<file path="config.mk">
export PLATFORM = sky130hd
export DESIGN_NAME = emt_trigger_ctrl
export DESIGN_NICKNAME = d
export VERILOG_FILES = /design/src/emt_pkg.sv /design/src/emt_trigger_ctrl.sv
export SDC_FILE = /design/constraint.sdc
export NUM_CORES = 1
export LEC_CHECK = 0
export BUFFER_PORTS_ARGS = -buffer_cell sky130_fd_sc_hd__buf_2
export CORE_AREA = 4 4 75 112
export CTS_CLUSTER_DIAMETER = 30
export DETAILED_ROUTE_END_ITERATION = 10
export DIE_AREA = 0 0 79 116
export PLACE_DENSITY_LB_ADDON = 0.15
export SYNTH_ARGS = -nofsm -noshare
export SYNTH_HDL_FRONTEND = slang
export SYNTH_SLANG_ARGS = --single-unit
</file>
<file path="constraint.sdc">
create_clock -name ref_clk -period 2 [get_ports ref_clk]
set_input_delay 0.2 -clock ref_clk [delete_from_list [all_inputs] [get_ports ref_clk]]
set_output_delay 0.2 -clock ref_clk [all_outputs]
set_load 0.02 [all_outputs]
</file>
<file path="src/emt_pkg.sv">
// Package for the external encode measure trigger block.
// Assumes one 100 MHz clock and an external converter with start/done.
// Operation
// [RULE1] Front-edge and backplane lines start cycles; the code lets an open-collector line start one only where trig_enable is set
// [RULE2] Encode acts same as software trigger
// [RULE3] Input request returns the result
// [RULE4] Request during cycle waits for completion
// [RULE5] Any other command aborts the cycle
// [RULE6] Late request returns last trigger's result
// [RULE7] Repeated or held encode restarts cycles; the code ignores an encode edge during a cycle while a read is pending
// [RULE8] Only last started result is returned
// [RULE9] Interrupts only after arm command
// [RULE10] Interrupt when encode result is valid
// [RULE11] Controller polls manager for interrupt
// [RULE12] Backplane trigger lines active high
// [RULE13] Encode sources merged and synchronised
// [RULE14] Valid cleared on start/abort, set on done
package emt_pkg;
  localparam int unsigned RES_W = 24;
  localparam int unsigned FAST_N = 2;
  localparam int unsigned OC_N = 8;
  localparam int unsigned SYNC_STAGES = 2;

  typedef enum logic [2:0] {
    EMT_CMD_NONE = 3'h0,
    EMT_CMD_GO = 3'h1,
    EMT_CMD_ARM = 3'h2,
    EMT_CMD_READ = 3'h3,
    EMT_CMD_OTHER = 3'h4
  } emt_cmd_type;

  typedef struct packed {
    logic valid;
    emt_cmd_type code;
  } emt_cmd_req_type;

  typedef struct packed {
    logic valid;
    logic [RES_W-1:0] data;
  } emt_result_type;

  typedef enum logic [1:0] {
    EMT_ST_IDLE = 2'b00,
    EMT_ST_RUN = 2'b01
  } emt_state_type;
endpackage

</file>
<file path="src/emt_trigger_ctrl.sv">
// External encode measure trigger control.
// Assumes converter answers conv_start with one conv.valid pulse; commands are one-cycle pulses.
`timescale 1ns/1ps
module emt_trigger_ctrl (
  input wire logic ref_clk,
  input wire logic nrst,
  input wire logic front_encode_n,
  input wire logic [emt_pkg::FAST_N-1:0] backplane_fast_sync_line,
  input wire logic [emt_pkg::OC_N-1:0] backplane_open_collector_sync_line,
  input wire logic [emt_pkg::OC_N-1:0] trig_enable,
  input wire emt_pkg::emt_cmd_req_type cmd,
  input wire emt_pkg::emt_result_type conv,
  output logic conv_start,
  output logic conv_abort,
  output emt_pkg::emt_result_type reply,
  output logic irq
);
  import emt_pkg::*;

  localparam int unsigned SRC_W = 1 + FAST_N + OC_N;
  localparam logic [SRC_W-1:0] SYNC_IDLE = {1'b1, {(FAST_N + OC_N){1'b0}}};

  logic [SRC_W-1:0] raw;
  logic [SRC_W-1:0] s1_q;
  logic [SRC_W-1:0] s2_q;
  logic enc_lvl;
  logic enc_q;
  logic enc_ev;

  // Pins reach the synchroniser untouched
  assign raw = {front_encode_n, backplane_fast_sync_line, backplane_open_collector_sync_line};

  always_ff @(posedge ref_clk or negedge nrst) begin
    if (!nrst) begin
      s1_q <= SYNC_IDLE;
      s2_q <= SYNC_IDLE;
      enc_q <= 1'b0;
    end else begin
      s1_q <= raw; // [RULE13]
      s2_q <= s1_q;
      enc_q <= enc_lvl;
    end
  end

  // Front input active low, backplane lines active high
  assign enc_lvl = ~s2_q[SRC_W-1] | (|s2_q[SRC_W-2:OC_N])
                 | (|(s2_q[OC_N-1:0] & trig_enable)); // [RULE1] [RULE12] [RULE13]
  // Rising edge restarts a running cycle unless a read is pending; a held level starts again once idle
  assign enc_ev = enc_lvl & ~enc_q; // [RULE7]

  emt_state_type st_q, st_d;
  logic valid_q, valid_d;
  logic [RES_W-1:0] res_q, res_d;
  logic pend_q, pend_d;
  logic arm_q, arm_d;
  logic by_enc_q, by_enc_d;
  logic start_d, abort_d, irq_d;
  emt_result_type reply_d;
  logic go, other, rd_req;

  assign go = cmd.valid && cmd.code == EMT_CMD_GO;
  assign other = cmd.valid && cmd.code != EMT_CMD_READ && cmd.code != EMT_CMD_GO;
  assign rd_req = cmd.valid && cmd.code == EMT_CMD_READ;

  always_comb begin
    st_d = st_q;
    valid_d = valid_q;
    res_d = res_q;
    pend_d = pend_q;
    arm_d = arm_q;
    by_enc_d = by_enc_q;
    start_d = 1'b0;
    abort_d = 1'b0;
    irq_d = 1'b0;
    reply_d = '0;
    if (cmd.valid && cmd.code == EMT_CMD_ARM) begin
      arm_d = 1'b1; // [RULE9]
    end
    unique case (st_q)
      EMT_ST_IDLE: begin
        if (go || enc_lvl) begin
          st_d = EMT_ST_RUN; // [RULE2] [RULE7]
          start_d = 1'b1;
          valid_d = 1'b0; // [RULE14]
          by_enc_d = enc_lvl && !go;
        end
      end
      EMT_ST_RUN: begin
        if (other) begin
          st_d = EMT_ST_IDLE; // [RULE5]
          abort_d = 1'b1;
          pend_d = 1'b0;
          valid_d = 1'b0; // [RULE14]
        end else if (go || (enc_ev && !pend_q)) begin
          // Restart: earlier cycle's result is dropped
          start_d = 1'b1; // [RULE8] [RULE7]
          abort_d = 1'b1;
          by_enc_d = enc_ev && !go;
        end else if (conv.valid) begin
          st_d = EMT_ST_IDLE;
          valid_d = 1'b1; // [RULE14]
          res_d = conv.data;
          irq_d = arm_q && by_enc_q; // [RULE10] [RULE9]
        end
      end
      default: st_d = EMT_ST_IDLE;
    endcase
    if (cmd.valid && cmd.code == EMT_CMD_READ) begin
      pend_d = 1'b1;
    end
    if (st_q == EMT_ST_IDLE && other) begin
      valid_d = 1'b0;
      pend_d = 1'b0;
    end
    // Request answered only from a completed result
    if (pend_q && valid_q && st_q == EMT_ST_IDLE) begin
      reply_d.valid = 1'b1; // [RULE3] [RULE4] [RULE6]
      reply_d.data = res_q;
      // A read in the reply cycle stays pending
      pend_d = rd_req;
    end
  end

  always_ff @(posedge ref_clk or negedge nrst) begin
    if (!nrst) begin
      st_q <= EMT_ST_IDLE;
      valid_q <= 1'b0;
      res_q <= '0;
      pend_q <= 1'b0;
      arm_q <= 1'b0;
      by_enc_q <= 1'b0;
      conv_start <= 1'b0;
      conv_abort <= 1'b0;
      reply <= '0;
      irq <= 1'b0;
    end else begin
      st_q <= st_d;
      valid_q <= valid_d;
      res_q <= res_d;
      pend_q <= pend_d;
      arm_q <= arm_d;
      by_enc_q <= by_enc_d;
      conv_start <= start_d;
      conv_abort <= abort_d;
      reply <= reply_d;
      irq <= irq_d;
    end
  end
endmodule

</file>
==> key figures <==
STA
  • Post-layout min period: 1.85 ns
  • Clock Skews: 0.00610 ns
  • Fin. Hold Viols: 0
  • Max Slew Vio Count: 0
  • RSZ-0062 raised after global routing: no
  • Hold_ws: around 0.096 ns
  • Max_slew headroom: 0.658
  • Crit share post-route: 0.924
  • Fin Setup TNS: 0 ns
  • Max Fclk: 541 MHz
  • Final Setup Violations: 0
  • Slew @ Worst Pin: 0.511 ns

Synthesis
  • #FFs+latches synth: 80
  • Syn nets: around 370
  • Warnings, synthesis: 0
  • Cells after Synth: 315
  • Seq/Total Area, Yosys: 0.554
  • Synth Area per Inst: around 11 um^2
  • Synth Cell Area: around 3600 um^2
  • Distinct cells, synth: 35

Clock network
  • CTS tree: yes
  • Worst-Skew Late Latency: around 0.33 ns
  • Postcts setup bufs: 0
  • Clock Tree Root: clkbuf_16
  • Clock-pin slew on the worst setup and hold paths: 0.06 ns
  • CTS Buf Count: 9
  • Level count of the clock H-tree: 3
  • Clock Sinks: 80
  • Clock Path Buffers: 2

Die
  • Starting Density: 0.481
  • Die Area: between 9000 and 10000 um^2
  • Cell row count: 39
  • I/O Pins: 78
  • Core area: ~7500 um^2
  • Die height: 116 um
  • Die X: 79 um

Pwr
  • Worst IR drop on VDD: 0.587 mV
  • LEAKAGE: 2.01 nW
  • PwrDens: 1090 nW/um^2

Global routing
  • First-pass GRT wire length: ~14000 um
  • Total GRT Usage: 0.197
  • Overflow after GRT: 0
  • GR Util met2: 0.335
  • Initial antenna violation count: 0
  • Grt met1 use: 0.244
  • GR Util met3: 0.0490
  • Pin count of the biggest net entering global routing: 55
  • Number of global-route vias before repair: 2914
  • GRT busiest layer: met2

Setup path
  • Worst Path Required: 2.24 ns
  • Worst reg-to-reg setup slack: 0.15 ns
  • Worst r2r path cells: 4
  • Crit end category: register
  • Critical path type: reg2reg
  • Startpoint types: register
  • R2r startpoint: s2_q[10]
  • Max FO, Critical Path: 27
  • CP arrival: 2.09 ns
  • Reg-to-reg endpoint: res_q[12]

Detailed routing
  • Drt drc: 0
  • DRT iter0 DRCs: 199
  • DRT Pass-1 Iters: 4
  • Post-Route WL: about 8000 um
  • Vias per Instance: 5.46
  • Routed WL per cell: 16.2 um
  • Antenna-violating nets left: 0
  • Vias: between 2000 and 3000

Cells and area
  • Nets: ~450
  • # fillers: 666
  • Design Area, Final: 4560 um^2
  • Area delta synth->final: 26.2%
  • ANT cells: 0
  • Share of layout cells above drive strength 1: 0.280
  • Final Non-Filler Cells: between 500 and 600

Hold path
  • Min-Delay Path Class: in2reg
  • Hold Path End: arm_q
  • WHS Path Cells: 2
  • HP Start: cmd[2]

Place
  • Placed Area: approximately 4100 um^2
  • Placed cell count: a little under 500
  • PortBufs: 77
  • RePlAce Congestion: 0.743
  • Post-detail-place hpwl: 5110 um

Outcome
  • Status: finished clean

Flow run
  • Number of max-cap violations: 0
state kept, by name, summed over array words and instances, names as in the netlist:
register and flops:
irq 1, arm_q 1, s1_q 11, res_q 24, s2_q 11, conv_start 1, conv_abort 1, st_q 1
pend_q 1, valid_q 1, enc_q 1, reply 25, by_enc_q 1
placed cells by master (no fill, tap or decap), types with 2 or more instances in the layout:
| master | netlist | final |
|---|---|---|
| o211ai_1 | 24 | 24 |
| clkinv_2 | 0 | 2 |
| clkbuf_16 | 0 | 9 |
| nor2_1 | 3 | 3 |
| nand2b_1 | 3 | 3 |
| inv_1 | 4 | 4 |
| buf_2 | 6 | 76 |
| o21ai_0 | 3 | 3 |
| buf_4 | 2 | 8 |
| nand2_1 | 28 | 28 |
| a22oi_2 | 4 | 4 |
| clkbuf_8 | 0 | 2 |
| a221oi_1 | 24 | 24 |
| and3_1 | 2 | 2 |
| a21oi_1 | 4 | 4 |
| buf_12 | 0 | 3 |
| dlygate4sd3_1 | 0 | 12 |
| nor2b_1 | 24 | 24 |
| dfrtp_1 | 78 | 78 |
| dfstp_2 | 2 | 2 |
| or4b_1 | 24 | 24 |
| clkbuf_1 | 13 | 2 |
| and2_1 | 48 | 48 |
stage by stage:
| step | util | worst slack [ns] | total power, mW |
|---|---|---|---|
| CTS | 0.607 | 0.111 | 5.04 |
| finish | 0.607 | 0.152 | 4.99 |
| global route | 0.607 | 0.00422 | 5.32 |
| global placement | 0.551 | 0.180 | 3.29 |
| detailed placement | 0.551 | 0.127 | 3.37 |
| floorplan | - | 0.338 | 2.98 |
Yosys cell counts (all sizes together):
library cell	count	area share
a2111oi	1	0.0076
a21o	1	0.0021
a21oi	4	0.0055
a221oi	24	0.058
a22oi	4	0.014
and2	48	0.083
and2b	1	0.0021
and3	2	0.0035
and4	1	0.0024
and4bb	1	0.0035
buf	10	0.019
clkbuf	13	0.013
dfrtp	78	0.54
dfstp	2	0.015
inv	4	0.0041
nand2	29	0.031
nand2b	3	0.0052
nand3	1	0.0014
nand4	1	0.0059
nand4bb	1	0.0031
nor2	4	0.0048
nor2b	24	0.042
nor3b	1	0.0035
o211ai	24	0.050
o21ai	5	0.0069
o22ai	1	0.0017
o2bb2ai	1	0.0024
o31ai	1	0.0021
o32ai	1	0.0024
or4b	24	0.066
power breakdown:
part           internal (mW)  switching, mW  total (mW)
clock                   1.03          0.597        1.63
sequential              1.94          0.259        2.20
combinational          0.569          0.592        1.16
total                   3.54           1.45        4.99
metal layers:
metal  vias to the layer above  routed length, um
met5                         -                  0
met2                        70               4310
met3                        10                392
li1                       1318                  -
met4                         0                122
met1                      1379               3420
cells by family after synthesis:
group | share of synthesized area
AO/OA/AOI/OAI | 0.153
buffers and inverters | 0.0363
flip-flops | 0.554
AND/OR/NAND/NOR | 0.257
worst max-delay path, stage by stage, from the launching register on:
cell and delay (ns):
dfstp_2 0.51, nor3b_2 0.20, nand2_2 0.34, or4b_1 0.61
o211ai_1 0.10
cell type report:
class,count,area (um^2),area share
Sequential cell,80,2000,0.439
Multi-Input combinational cell,208,1500,0.328
Timing Repair Buffer,99,621,0.136
Clock buffer,13,260,0.0570
Tap cell,102,128,0.0280
Clock inverter,3,40.0,0.00877
Inverter,4,15.0,0.00329
what timing repair did:
action	in CTS	in global routing
resized for setup	0	0
hold endpoints to repair	35	0
hold buffers	12	0
how the worst max path moves through the flow:
stage               cells past startpoint        end     start  slack, ns
floorplan                               5  res_q[10]  s2_q[10]       0.34
global placement                        4   res_q[0]  s2_q[10]       0.18
detailed placement                      4   res_q[1]  s2_q[10]       0.13
CTS                                     4   res_q[1]  s2_q[10]       0.11
global route                            4  res_q[18]  s2_q[10]      0.004
finish                                  4  res_q[12]  s2_q[10]       0.15
Power figures use the tool's default switching activity.
